## src/logic/video_timing_pkg.sv

```systemverilog
package video_timing_pkg;

    // Timing base: reference clock period
    localparam int CLK_NS = 50;

    // Line timer
    localparam int         CNT_W   = 12;
    localparam logic [11:0] CNT_ZERO = 12'h0000;
    localparam logic [11:0] CNT_ONE  = 12'h0001;
    localparam logic [11:0] CNT_MAX  = 12'h0FFF;

    // Times as printed, in ns
    localparam int HMIN_NTSC_NS   = 4000;
    localparam int HMAX_NTSC_NS   = 5400;
    localparam int HMIN_PAL_NS    = 4200;
    localparam int HMAX_PAL_NS    = 5400;
    localparam int BURST_NTSC_NS  = 5500;
    localparam int BURST_PAL_NS   = 5500;
    localparam int BURST_LEN_NS   = 2500;
    localparam int OFFSET_ST_NS   = 8400;
    localparam int OFFSET_LEN_NS  = 1000;
    localparam int RC_NOM_NS      = 2000;
    localparam int RC_TOL_NS      = 100;

    // Least times round up, longest times round down
    function automatic logic [11:0] ns_up(input int ns);
        ns_up = 12'((ns + CLK_NS - 1) / CLK_NS);
    endfunction : ns_up

    function automatic logic [11:0] ns_dn(input int ns);
        ns_dn = 12'(ns / CLK_NS);
    endfunction : ns_dn

    localparam logic [11:0] HMIN_NTSC_CYC  = ns_up(HMIN_NTSC_NS);
    localparam logic [11:0] HMAX_NTSC_CYC  = ns_dn(HMAX_NTSC_NS);
    localparam logic [11:0] HMIN_PAL_CYC   = ns_up(HMIN_PAL_NS);
    localparam logic [11:0] HMAX_PAL_CYC   = ns_dn(HMAX_PAL_NS);
    localparam logic [11:0] BURST_NTSC_CYC = ns_up(BURST_NTSC_NS);
    localparam logic [11:0] BURST_PAL_CYC  = ns_up(BURST_PAL_NS);
    localparam logic [11:0] BURST_LEN_CYC  = ns_dn(BURST_LEN_NS);
    localparam logic [11:0] OFFSET_ST_CYC  = ns_up(OFFSET_ST_NS);
    localparam logic [11:0] OFFSET_LEN_CYC = ns_dn(OFFSET_LEN_NS);
    localparam logic [11:0] RC_NOM_CYC     = ns_dn(RC_NOM_NS);
    localparam logic [11:0] RC_TOL_CYC     = ns_dn(RC_TOL_NS);

    // Burst phase codes
    localparam logic [1:0] BURST_PH_180 = 2'h0;
    localparam logic [1:0] BURST_PH_135 = 2'h1;
    localparam logic [1:0] BURST_PH_225 = 2'h2;

    // Quadrature phase step
    localparam logic [1:0] QUAD_STEP = 2'h1;

    typedef enum logic [1:0] {
        RC_IDLE_S  = 2'b00,
        RC_WAIT_S  = 2'b01,
        RC_JUDGE_S = 2'b10
    } rc_state_type;

endpackage : video_timing_pkg

```

## src/logic/video_encoder_sync_timing.sv

```systemverilog
`timescale 1ns/1ps

module video_encoder_sync_timing (
    // Clock and reset
    input  wire logic       REF_CLK_I,
    input  wire logic       SYS_RST_I,
    // Sync inputs from the controller
    input  wire logic       LINE_SYNC_I,
    input  wire logic       FRAME_SYNC_I,
    // Mode straps
    input  wire logic       STANDARD_SELECT_I,
    input  wire logic       SOUTH_AMERICA_MODE_I,
    // Filter tuning handshake
    input  wire logic       RC_DONE_I,
    output logic            RC_START_O,
    output logic            CUTOFF_UP_O,
    output logic            CUTOFF_DOWN_O,
    // Sync and line timing
    output logic            LUMA_SYNC_O,
    output logic            VBLANK_O,
    output logic            BURST_GATE_O,
    output logic            CLAMP_O,
    output logic            DL_CLK_RESET_O,
    output logic            LUMA_HOLD_O,
    output logic            OFFSET_CANCEL_O,
    // Carriers and burst phase
    output logic            SINE_O,
    output logic            COSINE_O,
    output logic            V_INVERT_O,
    output logic [1:0]      BURST_PHASE_O
);
    import video_timing_pkg::*;

    logic              phase_q;
    logic              csync_q;
    logic              csync_prev_q;
    logic              fall;
    logic              rise;
    logic [CNT_W-1:0]  cnt_q;
    logic              meas_q;
    logic              std_q;
    logic              vblank_q;
    logic              vblank_prev_q;
    logic              ntsc_timing;
    logic              alternate;
    logic [CNT_W-1:0]  hmin;
    logic [CNT_W-1:0]  hmax;
    logic [CNT_W-1:0]  burst_start;
    logic              width_ok;
    logic              burst_win;
    logic              offset_win;
    logic [1:0]        quad_q;
    logic [1:0]        quad_d;
    logic              vinv_q;
    logic              vinv_d;
    logic              burst_q;
    logic              offset_q;
    logic [1:0]        bph_q;
    logic              cos_q;
    rc_state_type      rc_state_q;
    logic [CNT_W-1:0]  rc_cnt_q;
    logic              rc_start_q;
    logic              up_q;
    logic              down_q;

    // True while cnt lies in [start, start+len)
    function automatic logic in_win(input logic [11:0] cnt,
                                    input logic [11:0] start,
                                    input logic [11:0] len);
        in_win = (cnt >= start) &&
                 ({1'b0, cnt} < ({1'b0, start} + {1'b0, len}));
    endfunction : in_win

    // SA keeps NTSC timing but alternates like PAL
    assign ntsc_timing = STANDARD_SELECT_I;
    assign alternate   = ~STANDARD_SELECT_I | SOUTH_AMERICA_MODE_I;

    // Per-standard constants, all at the 20 MHz timing base
    assign hmin        = ntsc_timing ? HMIN_NTSC_CYC : HMIN_PAL_CYC;
    assign hmax        = ntsc_timing ? HMAX_NTSC_CYC : HMAX_PAL_CYC;
    assign burst_start = ntsc_timing ? BURST_NTSC_CYC
                                     : BURST_PAL_CYC;

    // Half-rate sampling; XNOR gives low-going pulses in both sync modes
    always_ff @(posedge REF_CLK_I) begin
        if (SYS_RST_I) begin
            phase_q      <= 1'b0;
            csync_q      <= 1'b1;
            csync_prev_q <= 1'b1;
        end else begin
            phase_q      <= ~phase_q;
            if (phase_q) begin
                csync_q <= LINE_SYNC_I ~^ FRAME_SYNC_I;
            end
            csync_prev_q <= csync_q;
        end
    end

    assign fall = csync_prev_q & ~csync_q;
    assign rise = ~csync_prev_q & csync_q;

    assign width_ok = (cnt_q >= hmin) && (cnt_q <= hmax);

    // Line timer from each falling edge, saturating
    always_ff @(posedge REF_CLK_I) begin
        if (SYS_RST_I) begin
            cnt_q <= CNT_MAX;
        end else if (fall) begin
            cnt_q <= CNT_ZERO;
        end else if (cnt_q != CNT_MAX) begin
            cnt_q <= cnt_q + CNT_ONE;
        end
    end

    // Width judgement at the rising edge; overlong pulses judged early
    always_ff @(posedge REF_CLK_I) begin
        if (SYS_RST_I) begin
            meas_q   <= 1'b0;
            std_q    <= 1'b0;
            vblank_q <= 1'b1;
        end else if (fall) begin
            meas_q <= 1'b1;
            std_q  <= 1'b0;
        end else if (meas_q && rise) begin
            meas_q   <= 1'b0;
            std_q    <= width_ok;
            vblank_q <= ~width_ok;
        end else if (meas_q && cnt_q > hmax) begin
            meas_q   <= 1'b0;
            vblank_q <= 1'b1;
        end
    end

    // Burst, clamp and delay-line reset share one window
    assign burst_win  = std_q &&
                        in_win(cnt_q, burst_start, BURST_LEN_CYC);
    assign offset_win = in_win(cnt_q, OFFSET_ST_CYC, OFFSET_LEN_CYC);

    always_ff @(posedge REF_CLK_I) begin
        if (SYS_RST_I) begin
            burst_q  <= 1'b0;
            offset_q <= 1'b0;
        end else begin
            burst_q  <= burst_win;
            offset_q <= offset_win;
        end
    end

    // Quarter-rate quadrature pair; V flips per line when alternating
    assign quad_d = quad_q + QUAD_STEP;
    assign vinv_d = (fall && alternate) ? ~vinv_q : vinv_q;

    always_ff @(posedge REF_CLK_I) begin
        if (SYS_RST_I) begin
            quad_q <= 2'h0;
            vinv_q <= 1'b0;
            cos_q  <= 1'b0;
        end else begin
            quad_q <= quad_d;
            vinv_q <= vinv_d;
            cos_q  <= (quad_d[1] ^ quad_d[0]) ^ vinv_d;
        end
    end

    // Burst vector follows the V phase of the current line
    always_ff @(posedge REF_CLK_I) begin
        if (SYS_RST_I) begin
            bph_q <= BURST_PH_180;
        end else if (!alternate) begin
            bph_q <= BURST_PH_180;
        end else begin
            bph_q <= vinv_d ? BURST_PH_225 : BURST_PH_135;
        end
    end

    // Filter retune once per entry into vertical blanking
    always_ff @(posedge REF_CLK_I) begin
        if (SYS_RST_I) begin
            vblank_prev_q <= 1'b1;
            rc_state_q    <= RC_IDLE_S;
            rc_cnt_q      <= CNT_ZERO;
            rc_start_q    <= 1'b0;
            up_q          <= 1'b0;
            down_q        <= 1'b0;
        end else begin
            vblank_prev_q <= vblank_q;
            rc_start_q    <= 1'b0;
            up_q          <= 1'b0;
            down_q        <= 1'b0;
            unique case (rc_state_q)
                RC_IDLE_S: begin
                    if (vblank_q && !vblank_prev_q) begin
                        rc_start_q <= 1'b1;
                        rc_cnt_q   <= CNT_ZERO;
                        rc_state_q <= RC_WAIT_S;
                    end
                end
                RC_WAIT_S: begin
                    // Leaving blanking or no answer abandons the check
                    if (!vblank_q || rc_cnt_q == CNT_MAX) begin
                        rc_state_q <= RC_IDLE_S;
                    end else if (RC_DONE_I) begin
                        rc_state_q <= RC_JUDGE_S;
                    end else begin
                        rc_cnt_q <= rc_cnt_q + CNT_ONE;
                    end
                end
                RC_JUDGE_S: begin
                    // Short RC means cutoff too high, and the reverse
                    down_q     <= rc_cnt_q <
                                  (RC_NOM_CYC - RC_TOL_CYC);
                    up_q       <= rc_cnt_q >
                                  (RC_NOM_CYC + RC_TOL_CYC);
                    rc_state_q <= RC_IDLE_S;
                end
                default: begin
                    rc_state_q <= RC_IDLE_S;
                end
            endcase
        end
    end

    assign LUMA_SYNC_O     = csync_q;
    assign VBLANK_O        = vblank_q;
    assign BURST_GATE_O    = burst_q;
    assign CLAMP_O         = burst_q;
    // Delay line runs at 2x externally; this only stops and restarts it
    assign DL_CLK_RESET_O  = burst_q;
    assign LUMA_HOLD_O     = burst_q;
    assign OFFSET_CANCEL_O = offset_q;
    assign SINE_O          = quad_q[1];
    assign COSINE_O        = cos_q;
    assign V_INVERT_O      = vinv_q;
    assign BURST_PHASE_O   = bph_q;
    assign RC_START_O      = rc_start_q;
    assign CUTOFF_UP_O     = up_q;
    assign CUTOFF_DOWN_O   = down_q;

endmodule : video_encoder_sync_timing

```

## config.mk

```make
export PLATFORM = sky130hd
export DESIGN_NAME = video_encoder_sync_timing
export DESIGN_NICKNAME = d
export VERILOG_FILES = /design/src/logic/video_timing_pkg.sv /design/src/logic/video_encoder_sync_timing.sv
export SDC_FILE = /design/constraint.sdc
export NUM_CORES = 1
export LEC_CHECK = 0
export BUFFER_PORTS_ARGS = -buffer_cell sky130_fd_sc_hd__buf_2
export CELL_PAD_IN_SITES_DETAIL_PLACEMENT = 1
export CELL_PAD_IN_SITES_GLOBAL_PLACEMENT = 1
export CORE_ASPECT_RATIO = 1.5
export CORE_MARGIN = 2
export CORE_UTILIZATION = 44
export CTS_CLUSTER_SIZE = 10
export DETAILED_ROUTE_END_ITERATION = 8
export GPL_ROUTABILITY_DRIVEN = 0
export PLACE_DENSITY = 0.79
export SYNTH_ARGS = -nofsm -noshare
export SYNTH_HDL_FRONTEND = slang
export SYNTH_SLANG_ARGS = --single-unit
```

## constraint.sdc

```tcl
create_clock -name REF_CLK_I -period 2 [get_ports REF_CLK_I]
set_clock_uncertainty 0.15 [all_clocks]
set_input_delay 0.3 -clock REF_CLK_I [delete_from_list [all_inputs] [get_ports REF_CLK_I]]
set_output_delay 0.3 -clock REF_CLK_I [all_outputs]
set_load 0.02 [all_outputs]
```

Yosys cells after proc, flatten, opt, wreduce, memory -nomap -nowiden
Index checks and enable logic that the tools add are counted.
- word-level logic and storage cells: 97
- output and inout port bits: 15
- register bits: 44
- bitwise logic cells: 16
- reductions and logical operators: 23
- magnitude comparators: 9
- equal/unequal tests: 8
- add/subtract/negate cells: 3
- muxes and demuxes: 19
- operators by type and width (kind ; count):
    two-way mux 12 bit ; 5
    adder 12 x 1 -> 12 bit (second input constant) ; 2
    < comparator 12 x 8 -> 1 bit (second input constant) ; 2
    case mux 12 bit (2 select lines) ; 1
    == test 12 bit (second input constant) ; 1
    greater-or-equal comparator 12 x 7 -> 1 bit ; 1
    greater-or-equal comparator 12 x 7 -> 1 bit (second input constant) ; 1
    greater-or-equal comparator 12 x 8 -> 1 bit (second input constant) ; 1
    greater-than comparator 12 x 6 -> 1 bit (second input constant) ; 1
    greater-than comparator 12 x 7 -> 1 bit (second input constant) ; 1
    <= comparator 12 x 7 -> 1 bit (second input constant) ; 1
    < comparator 12 x 6 -> 1 bit (second input constant) ; 1
    inequality test 12 bit (second input constant) ; 1
    inverter 1 bit ; 10
    logical AND 1 bit ; 8
    two-way mux 2 bit ; 4
    OR reduction 2 bit ; 4
    two-way mux 1 bit ; 7
    inequality test 2 bit (second input constant) ; 3
    nonzero test 2 bit ; 3
    case mux 2 bit (2 select lines) ; 1
    AND reduction 2 bit ; 2
    AND reduction 4 bit ; 1
    two-way mux 3 bit ; 1
    12 further kinds ; 15

Longest topological paths before layout
Gate-level depths: netlist (run 1).
- depth in word-level cells: 5
- mapped depth: 7
- depth with buffers taken out: 6

Least setup slack after synthesis (run 1)
No wires, ideal clock.
- kind: reg2reg
- start: register rc_cnt_q[0]
- end: register rc_cnt_q[5]
- path slack: 0.311 ns
- buffers on the path: 0
- data arrival time: 1.467 ns
- setup time: 0.072 ns
- stages on the path, launching flop included: 6
- cells stage by stage: dfxtp_1 > ha_1 > and3_4 > and3_4 > or4_1 > a21oi_1
- cells in the longest elaborated chain, start to end: 4
- elaborated cells on any way between the ends: 8
- those cells by class: 1 x add/sub; 2 x eq/ne; 3 x mux; 2 x reduce/logical
- ends and longest elaborated chain (element ; RTL line ; source):
    from (decl) ; video_encoder_sync_timing.sv:61 ; logic [CNT_W-1:0] rc_cnt_q;
    from (signal assigned) ; video_encoder_sync_timing.sv:205 ; rc_cnt_q <= rc_cnt_q + CNT_ONE;
    adder 12 x 1 -> 12 bit / == test 12 bit (equally long branches) ; video_encoder_sync_timing.sv:205, video_encoder_sync_timing.sv:200 ;
    two-way mux 12 bit / logical OR 1 bit (equally long branches) ; video_encoder_sync_timing.sv:202, video_encoder_sync_timing.sv:200 ;
    two-way mux 12 bit / inequality test 2 bit (equally long branches) ; - ;
    case mux 12 bit (2 select lines) / AND reduction 4 bit (equally long branches) ; - ;
Parallel ways exist; a longest one is shown, timed or not. The select of a mux whose other input is x is not followed.
A chain may end at the register's enable or synchronous reset.

Worst setup path in the final report (run 1)
- start: register rc_cnt_q[0]
- end: register rc_cnt_q[9]
Same word-level chain as after synthesis.

==> impl_results.md, run 1 <==
* DR pass1 iterations at 4
* Number of gates resized after CTS at 0
* Largest net degree at the start of global routing at 21
* Critical-path cell list: ha_1 > and3_4 > and3_4 > or4_1 > a21oi_1
* Max-slew violation count at 0
* Final WS setup at 0.176 ns
* Max Buffers Root-to-Sink at 2
* Slowest CP cell: or4_1
* FF-to-FF path depth at 5
* CP Class: flop to flop
* RSZ-0062 raised after global routing: false
* Site row count at 31
* Synth area leader: dfxtp_1
* Syn Inst Count at approximately 240
* Area growth syn-to-layout at 12.2%
* Clock transition at the registers of the reported paths at 0.09 ns
* H-tree lvl count at 2
* Clk_lat worst skew at ~0.30 ns
* CTS sink cnt at between 40 and 50
* FFs w/ async S/R, synth at 0%
* R2r setup slk at ~0.18 ns
* CP startpoint kind: flop
* Antenna violations before repair at 0
* Drt total wl at between 5000 and 6000 um
* Worst Setup End Kind: flop
* Vias in the first global route at approximately 1900
* Die ar. at 5500 sq um
* Synth cell types at 55
* Vias at roughly 1900
* Crit path buf inv count at 0
* Top cells by area, synth: dfxtp_1 41%, nand3_1 3.0%, nand2_1 3.0%
* Crit path max-delay family: simple AND/OR/NAND/NOR gates
* Syn Nets at ~250
* Final Util at between 50% and 60%
* CP startpoint: rc_cnt_q[0]
* Warnings from Yosys at 0
* Crit-path most repeated cell: and3_4
* Core box area at between 4000 and 5000 sq um
* TritonCTS clock tree: done
* Detailed placer's ending HPWL at roughly 4000 um
* Critical path data required time at 2.09 ns
* Max-cap check violation count at 0
* Worst Path Arrival at between 1.5 and 2 ns
* Max rail drop VDD at around 0.6 mV
* Avg Cell Area, Syn at around 9 sq um
* Crit. path cell count at 5
* Die Y at roughly 90 um
* Minimum clock period at approximately 1.8 ns
* First-pass GRT wire length at just under 9000 um
* Main synth FF type: dfxtp_1
* Final nets at 275
* Yosys reg bits at 44
* Crit Reg-Reg Endpoint: rc_cnt_q[9]
* Worst Path Max Fanout at 12
* PortBufs at 21
* Post-synth top area share at approximately 40%
* Via density at about 5.7
* Final period util at around nine tenths
* Pre-CTS setup slack at between 0.15 and 0.2 ns
* Pwr per Cell Area at 1060 nW/um^2
* Worst R2R Start: rc_cnt_q[0]
* Root buffer cell: clkbuf_8
* Initial DRC Count at 80
* Initial Util at 45.3%
* Hold path start: RC_DONE_I
* DRC viols at 0
* Number of post-CTS setup repair buffers at 0
* HP Class: input port to flop
* TNS Setup at 0 ns
* Mapped cell area at 2160 sq um
* Number of antenna diodes at 0
* Post-DRT Antenna Nets at 0
* WL/cell at roughly 16 um
* Die Width at between 60 and 70 um
* Final-report setup violation count at 0
* Tightest Pin Transition at ~0.43 ns
* GR Overflow Total at 0
* Gr usage total at between 20% and 30%
* EDFF count, synth at 0
* Ports at 22
* Share of layout cells above drive strength 1 at between 10% and 20%
* Sequential area share after synthesis at around two fifths
* Max transition margin at 70.7%
* Critical Path Sink: rc_cnt_q[9]
* Status: complete, no violations
* CTS buffer count at 5
* CTS Hold Bufs at 0
* CP peak stage delay at between 0.5 and 0.6 ns
* Static Leak at ~0.95 nW
* Final Power at about 2.6 mW
* Final Hold Fails at 0
* FMAX at around 550 MHz
routing by layer:
metal	wire length, um	part of all wire, %	global-route usage, %
met5	0	0	0
met3	81	1.5	3.88
met1	2000	38	21.7
met2	3100	59	39.7
met4	81	1.5	7.07
cells in the final DEF, fill, tap and decap left out, types with 4 or more instances in the layout:
master     n
clkbuf_8   6
o21ai_1    4
buf_4      8
or4_1      8
and3_1     5
xor2_1     4
nor2_1    13
xnor2_1    4
a31oi_1    4
ha_1       4
a21oi_1   11
dfxtp_1   44
and2_1     5
buf_2     21
nand3_1   13
nand2b_1   5
nand4_1    5
o21ai_0   12
nand2_1   17
o211ai_1   6
o31ai_1    5
inv_1      8
area by class of cell:
cell class	instances	area, sq um
inverter	9	33.8
clock buffer	7	86.3
sequential	44	881
fill	563	2340
clock inverter	1	7.51
tap	66	82.6
timing repair buffer	29	165
multi-input combinational	175	1170
kinds of logic (layout without fill, tap and decap cells):
kind of cell             Yosys count  after routing  share of synthesized area (%)
buffers and inverters             23             46                           5.15
flip-flops                        44             44                           40.7
AO/OA/AOI/OAI                     58             58                           17.8
adder cells (fa/ha/maj)            4              4                           2.31
multiplexers                       3              3                           1.39
AND/OR/NAND/NOR                  101            101                           28.4
XOR/XNOR                           9              9                           4.28
state kept, by name, summed over array words and instances, names as in the netlist:
register and count:
OFFSET_CANCEL_O 1, BURST_GATE_O 1, phase_q 1, std_q 1, LUMA_SYNC_O 1, csync_prev_q 1, V_INVERT_O 1, quad_q 2
CUTOFF_UP_O 1, COSINE_O 1, rc_state_q 2, BURST_PHASE_O 2, vblank_prev_q 1, rc_cnt_q 12, RC_START_O 1, CUTOFF_DOWN_O 1
VBLANK_O 1, cnt_q 12, meas_q 1
Yosys cell counts (3+ instances only):
cell	n
nor3_1	3
o21ai_0	12
o211ai_1	6
mux2i_1	3
nand3_1	13
and2_1	5
nor2_1	13
a21oi_1	11
clkbuf_1	4
ha_1	4
o311ai_1	3
xor2_1	4
or3_1	3
or4_1	8
o2111ai_1	3
xnor2_1	4
nor4_1	3
o21ai_1	4
and3_1	5
inv_1	8
nand4_1	5
nand2b_1	5
buf_4	3
buf_2	5
and4_1	3
o41ai_1	3
o31ai_1	5
dfxtp_1	44
a31oi_1	4
nand2_1	17
where the power goes:
part	switching, mW	internal (mW)	total, mW
registers	0.162	0.990	1.15
logic	0.474	0.350	0.823
clock network	0.310	0.281	0.591
total	0.946	1.62	2.57
worst min-delay path by stage:
stage	to	cells after the start
floorplan	phase_q	1
global placement	phase_q	1
detailed placement	phase_q	1
CTS	rc_state_q[1]	3
global route	rc_state_q[1]	3
finish	rc_state_q[1]	3
stage by stage:
step,cells,cell area (sq um),hold slack (ns)
4_1_cts,331,2430,0.130
3_3_place_gp,323,2330,0.267
2_1_floorplan,242,2160,0.259
6_report,331,2430,0.129
5_1_grt,331,2430,0.135
3_5_place_dp,323,2330,0.277
tightest hold or removal path: cells and delay by family:
kind                   cells  cell delay, ns
buffers and inverters      1            0.12
AND/OR/NAND/NOR            2            0.13
(Power assumes the default switching activity.)
==> run 2: changes to the inputs <==
--- a/config.mk
+++ b/config.mk
@@ -6,15 +6,13 @@
 export NUM_CORES = 1
 export LEC_CHECK = 0
 export BUFFER_PORTS_ARGS = -buffer_cell sky130_fd_sc_hd__buf_2
-export CELL_PAD_IN_SITES_DETAIL_PLACEMENT = 1
-export CELL_PAD_IN_SITES_GLOBAL_PLACEMENT = 1
 export CORE_ASPECT_RATIO = 1.5
 export CORE_MARGIN = 2
-export CORE_UTILIZATION = 44
+export CORE_UTILIZATION = 50
 export CTS_CLUSTER_SIZE = 10
 export DETAILED_ROUTE_END_ITERATION = 8
 export GPL_ROUTABILITY_DRIVEN = 0
-export PLACE_DENSITY = 0.79
+export PLACE_DENSITY = 0.7
 export SYNTH_ARGS = -nofsm -noshare
 export SYNTH_HDL_FRONTEND = slang
 export SYNTH_SLANG_ARGS = --single-unit
==> run 2 against run 1 <==
  * Via count shrank 1.4%
  * Design area shrank 0.31%
  * Largest cell class unchanged
  * Worst setup slack is essentially flat
  * Non-clock buffer count is the same
  * Combinational power shrank 2%
  * Core utilization grew 6.6 points
  * Sequential share of layout area grew 0.11 points
  * Highest routed layer unchanged
==> impl_results.md, run 2 (synthesis results as in run 1) <==
* TritonCTS clock tree: done
* Most common cell after layout, fill and taps aside: dfxtp_1
* Max-slew violation count at 0 (unchanged)
* Clock transition at the registers of the reported paths at 0.09 ns (about the same)
* Final Hold Fails at 0 (unchanged)
* Pwr per Cell Area at 1080 nW/um^2 (+2.3%)
* Gr usage total at 20.5% (-0.64 points)
* Via density at 5.94 (+4.9%)
* Max rail drop VDD at 0.837 mV (+40%)
* Final Util at 57.5% (+6.6 points)
* DRC viols at 0 (unchanged)
* Final nets at 275 (unchanged)
* Initial Util at 51.4% (+6.0 points)
* Antenna violations before repair at 0 (unchanged)
* Site row count at 29 (-6.5%)
* Top Registers: cnt_q x12, rc_cnt_q x12
* PortBufs at 21 (unchanged)
* Tightest Pin Transition at 0.421 ns (-0.0130 ns)
* Number of gates resized after CTS at 0 (unchanged)
* Placed cell count at 303 (-6.2%)
* Static Leak at 0.958 nW (+1.0%)
* Fillers at 390 (-31%)
* CP Class: flop to flop
* Commonest non-fill, non-tap cells in the layout: 44 x dfxtp_1, 21 x buf_2, 17 x nand2_1
* Minimum clock period at 1.82 ns (+0.000181 ns)
* HP Class: input port to flop
* Drt total wl at 4470 um (-15%)
* Final period util at 91.2% (about the same)
* Initial DRC Count at 78 (-2.5%)
* Worst Path Max Fanout at 12 (unchanged)
* Number of antenna diodes at 0 (unchanged)
* Vias in the first global route at 1816 (-6.3%)
* Die Width at 57.7 um (-5.8%)
* DR pass1 iterations at 4 (unchanged)
* H-tree lvl count at 2 (unchanged)
* Root buffer cell: clkbuf_8
* Worst Setup End Kind: flop
* Detailed placer's ending HPWL at 3300 um (-16%)
* Max-cap check violation count at 0 (unchanged)
* Max Buffers Root-to-Sink at 2 (unchanged)
* RSZ-0062 raised after global routing: false
* Status: complete, no violations
* GR Overflow Total at 0 (unchanged)
* Clk_lat worst skew at 0.30 ns (about the same)
* Ports at 22 (unchanged)
* CP startpoint kind: flop
* Vias at 1847 (-1.4%)
* Worst Hold Slack at 0.119 ns (-0.00991 ns)
* Die Y at 84.5 um (-5.9%)
* Area growth syn-to-layout at 11.9%
* First-pass GRT wire length at 8000 um (-9.9%)
* Final-report setup violation count at 0 (unchanged)
* Number of post-CTS setup repair buffers at 0 (unchanged)
* CTS Hold Bufs at 0 (unchanged)
* Worst Path Arrival at 1.90 ns (about the same)
* TNS Setup at 0 ns (unchanged)
* Post-DRT Antenna Nets at 0 (unchanged)
* WL/cell at 14.4 um (-9.5%)
* CTS sink cnt at 44 (unchanged)
* Largest net degree at the start of global routing at 21 (unchanged)
* Non-Filler Instances at 311 (-6.0%)
* Die ar. at 4880 sq um (-11%)
* Final Power at 2.62 mW (+2.0%)
* CTS buffer count at 5 (unchanged)
* Max transition margin at 71.5% (+0.88 points)
* Share of layout cells above drive strength 1 at 18.5% (+0.38 points)
* FMAX at 548 MHz (about the same)
* Critical path data required time at 2.08 ns (about the same)
* Core box area at 4210 sq um (-12%)
-- run 2: changes by cell type in the layout (fill, tap and decap cells not counted), sizes merged --
cell    before  now
clkbuf       7    5
bufinv       0    1
clkinv       0    1
-- run 2: cell type report --
type                    instances  area [sq um]  share of cell area (%)
multi-input cells             175          1170                    48.4
well taps                      46          57.6                    2.38
inverters                       9          33.8                    1.40
flip-flops and latches         44           881                    36.4
clock buffers                   5          68.8                    2.85
repair buffers                 29           165                    6.83
clock inverters                 3          42.5                    1.76
-- run 2: critical path, cell delays in order, from the launching register on --
cell     delay [ns]
dfxtp_1        0.35
ha_1           0.22
and3_4         0.18
and3_4         0.21
or4_1          0.50
a21oi_1        0.14
-- run 2: per-stage QoR --
| stage | setup slack, ns | cell area, sq um |
|---|---|---|
| 3_3_place_gp | 0.220 | 2310 |
| 4_1_cts | 0.183 | 2420 |
| 3_5_place_dp | 0.205 | 2310 |
| 5_1_grt | 0.0555 | 2420 |
| 2_1_floorplan | 0.311 | 2160 |
| 6_report | 0.175 | 2420 |
-- run 2: layer usage --
metal	part of all wire, %	wire [um]	GRT usage, %	up-vias
li1	-	-	-	943
met1	40	1810	22.6	872
met2	55	2480	37.6	25
met3	2.3	103	3.85	7
met4	1.9	83	7.61	0
met5	0	0	0	-
-- run 2: worst paths after layout --
check,from,cells past startpoint,endpoint,slack (ns)
setup / recovery,rc_cnt_q[0],5,rc_cnt_q[9],0.18
hold / removal,RC_DONE_I,3,rc_state_q[1],0.12
setup reg to reg,rc_cnt_q[0],5,rc_cnt_q[9],0.18
hold reg to reg,quad_q[0],1,quad_q[0],0.29
-- run 2: power breakdown --
| part | internal [mW] | total (mW) | switching, mW | leakage, nW |
|---|---|---|---|---|
| logic | 0.356 | 0.808 | 0.451 | 0.544 |
| clock network | 0.370 | 0.676 | 0.307 | 0.0541 |
| registers | 0.990 | 1.13 | 0.143 | 0.360 |
| total | 1.72 | 2.62 | 0.901 | 0.958 |
==> run 3: changes to the inputs <==
--- a/config.mk
+++ b/config.mk
@@ -12,6 +12,7 @@
 export CTS_CLUSTER_SIZE = 10
 export DETAILED_ROUTE_END_ITERATION = 8
 export GPL_ROUTABILITY_DRIVEN = 0
+export MAX_ROUTING_LAYER = met4
 export PLACE_DENSITY = 0.7
 export SYNTH_ARGS = -nofsm -noshare
 export SYNTH_HDL_FRONTEND = slang
==> run 3 against run 2 <==
  * Register-to-register slack barely moved
  * Sequential power barely moved
  * Fmax about the same
  * Sequential share of layout area did not move
  * Clock-buffer cell count stayed put
  * Die area did not move
  * Worst hold slack improved by 0.0021 ns
  * Worst setup slack improved by 0.0010 ns
  * First-iteration DRC count is 27% higher
  * Via count is essentially flat
  * Global-route usage is 0.66 points higher
  * Largest power group unchanged
==> impl_results.md, run 3 (synthesis results as in run 1) <==
* Final-report setup violation count at 0 (unchanged)
* Drt total wl at 4470 um (unchanged)
* Max-cap check violation count at 0 (unchanged)
* GR Overflow Total at 0 (unchanged)
* Max transition margin at 71.5% (unchanged)
* Antenna violations before repair at 0 (unchanged)
* Placed cell count at 303 (unchanged)
* WL/cell at 14.4 um (unchanged)
* Pwr per Cell Area at 1080 nW/um^2 (about the same)
* Crit path buf inv count at 0 (unchanged)
* Most Crowded Layer GR: met2
* CP startpoint kind: flop
* Crit-path most repeated cell: and3_4
* Initial DRC Count at 99 (+27%)
* Via density at 5.94 (about the same)
* Share of layout cells above drive strength 1 at 18.5% (unchanged)
* Top Registers: cnt_q x12, rc_cnt_q x12
* H-tree lvl count at 2 (unchanged)
* First-pass GRT wire length at 8030 um (+0.34%)
* Minimum clock period at 1.82 ns (-0.000996 ns)
* Critical path data required time at 2.08 ns (about the same)
* Slowest CP cell: or4_1
* Largest net degree at the start of global routing at 21 (unchanged)
* TritonCTS clock tree: done
* FMAX at 548 MHz (about the same)
* Die Width at 57.7 um (unchanged)
* Max Buffers Root-to-Sink at 2 (unchanged)
* DR pass1 iterations at 4 (unchanged)
* Initial Util at 51.4% (unchanged)
* Clk_lat worst skew at 0.29 ns (about the same)
* HP Class: input port to flop
* CP Class: flop to flop
* CP peak stage delay at 0.50 ns (about the same)
* Worst Path Max Fanout at 12 (unchanged)
* TNS Setup at 0 ns (unchanged)
* Number of gates resized after CTS at 0 (unchanged)
* Vias in the first global route at 1814 (-0.11%)
* Clock transition at the registers of the reported paths at 0.09 ns (about the same)
* Die ar. at 4880 sq um (unchanged)
* CTS buffer count at 5 (unchanged)
* Final Hold Fails at 0 (unchanged)
* Max rail drop VDD at 0.837 mV (about the same)
* Max-slew violation count at 0 (unchanged)
* Tightest Pin Transition at 0.421 ns (unchanged)
* Status: complete, no violations
* Die Y at 84.5 um (unchanged)
* Grt met2 use at 37.6% (unchanged)
* Gr usage total at 21.1% (+0.66 points)
* Core box area at 4210 sq um (unchanged)
* Critical-path cell list: ha_1 > and3_4 > and3_4 > or4_1 > a21oi_1
* Post-DRT Antenna Nets at 0 (unchanged)
* Worst Setup End Kind: flop
* Met3 Usage GRT at 3.85% (unchanged)
* Most common cell after layout, fill and taps aside: dfxtp_1
* PortBufs at 21 (unchanged)
* Detailed placer's ending HPWL at 3300 um (unchanged)
* Area growth syn-to-layout at 11.9% (unchanged)
* Vias at 1848 (+0.054%)
* Crit path max-delay family: simple AND/OR/NAND/NOR gates
* Commonest non-fill, non-tap cells in the layout: 44 x dfxtp_1, 21 x buf_2, 17 x nand2_1
* Site row count at 29 (unchanged)
* Final period util at 91.2% (about the same)
* Root buffer cell: clkbuf_8
* CTS Hold Bufs at 0 (unchanged)
* Number of antenna diodes at 0 (unchanged)
* Non-Filler Instances at 311 (unchanged)
* Number of post-CTS setup repair buffers at 0 (unchanged)
* Final nets at 275 (unchanged)
* DRC viols at 0 (unchanged)
* Worst Path Arrival at 1.90 ns (about the same)
* CTS sink cnt at 44 (unchanged)
* RSZ-0062 raised after global routing: false
* Ports at 22 (unchanged)
* Static Leak at 0.958 nW (unchanged)
* GRT met1 Usage at 22.8% (+0.19 points)
==> run 3: cell counts in the layout (fill, tap and decap cells not counted) <==
No cell type changed its count.
==> run 3: power by group <==
part / total [mW] / internal, mW / switching (mW)
combinational: 0.808 / 0.356 / 0.451
clock: 0.676 / 0.370 / 0.306
sequential: 1.13 / 0.990 / 0.143
==> run 3: per-stage QoR <==
| stage | power, mW | hold slack [ns] | setup WS [ns] | instance area [sq um] | utilization, % |
|---|---|---|---|---|---|
| floorplan | 1.79 | 0.259 | 0.311 | 2160 | - |
| global placement | 1.96 | 0.272 | 0.220 | 2310 | 54.8 |
| detailed placement | 1.96 | 0.277 | 0.205 | 2310 | 54.8 |
| CTS | 2.64 | 0.119 | 0.183 | 2420 | 57.5 |
| global route | 2.81 | 0.137 | 0.0555 | 2420 | 57.5 |
| finish | 2.62 | 0.121 | 0.176 | 2420 | 57.5 |
==> run 3: worst min-delay path: stages <==
cell	delay, ns
buf_2	0.11
nand3b_1	0.07
nor4_1	0.05
==> run 3: area by class of cell <==
type	count	area [sq um]
fillers	390	1790
inverters	9	33.8
well taps	46	57.6
repair buffers	29	165
multi-input cells	175	1170
clock buffers	5	68.8
clock inverters	3	42.5
flip-flops and latches	44	881
==> run 3: layer usage <==
layer	routed length, um	share of wire (%)
met5	0	0
met4	83	1.9
met3	102	2.3
met2	2480	55
met1	1810	40
==> run 3: worst paths after layout <==
kind,start,endpoint,slack (ns),depth (start not counted)
setup / recovery,rc_cnt_q[0],rc_cnt_q[9],0.18,5
hold / removal,RC_DONE_I,rc_state_q[1],0.12,3
setup reg to reg,rc_cnt_q[0],rc_cnt_q[9],0.18,5
hold reg to reg,quad_q[0],quad_q[0],0.29,1
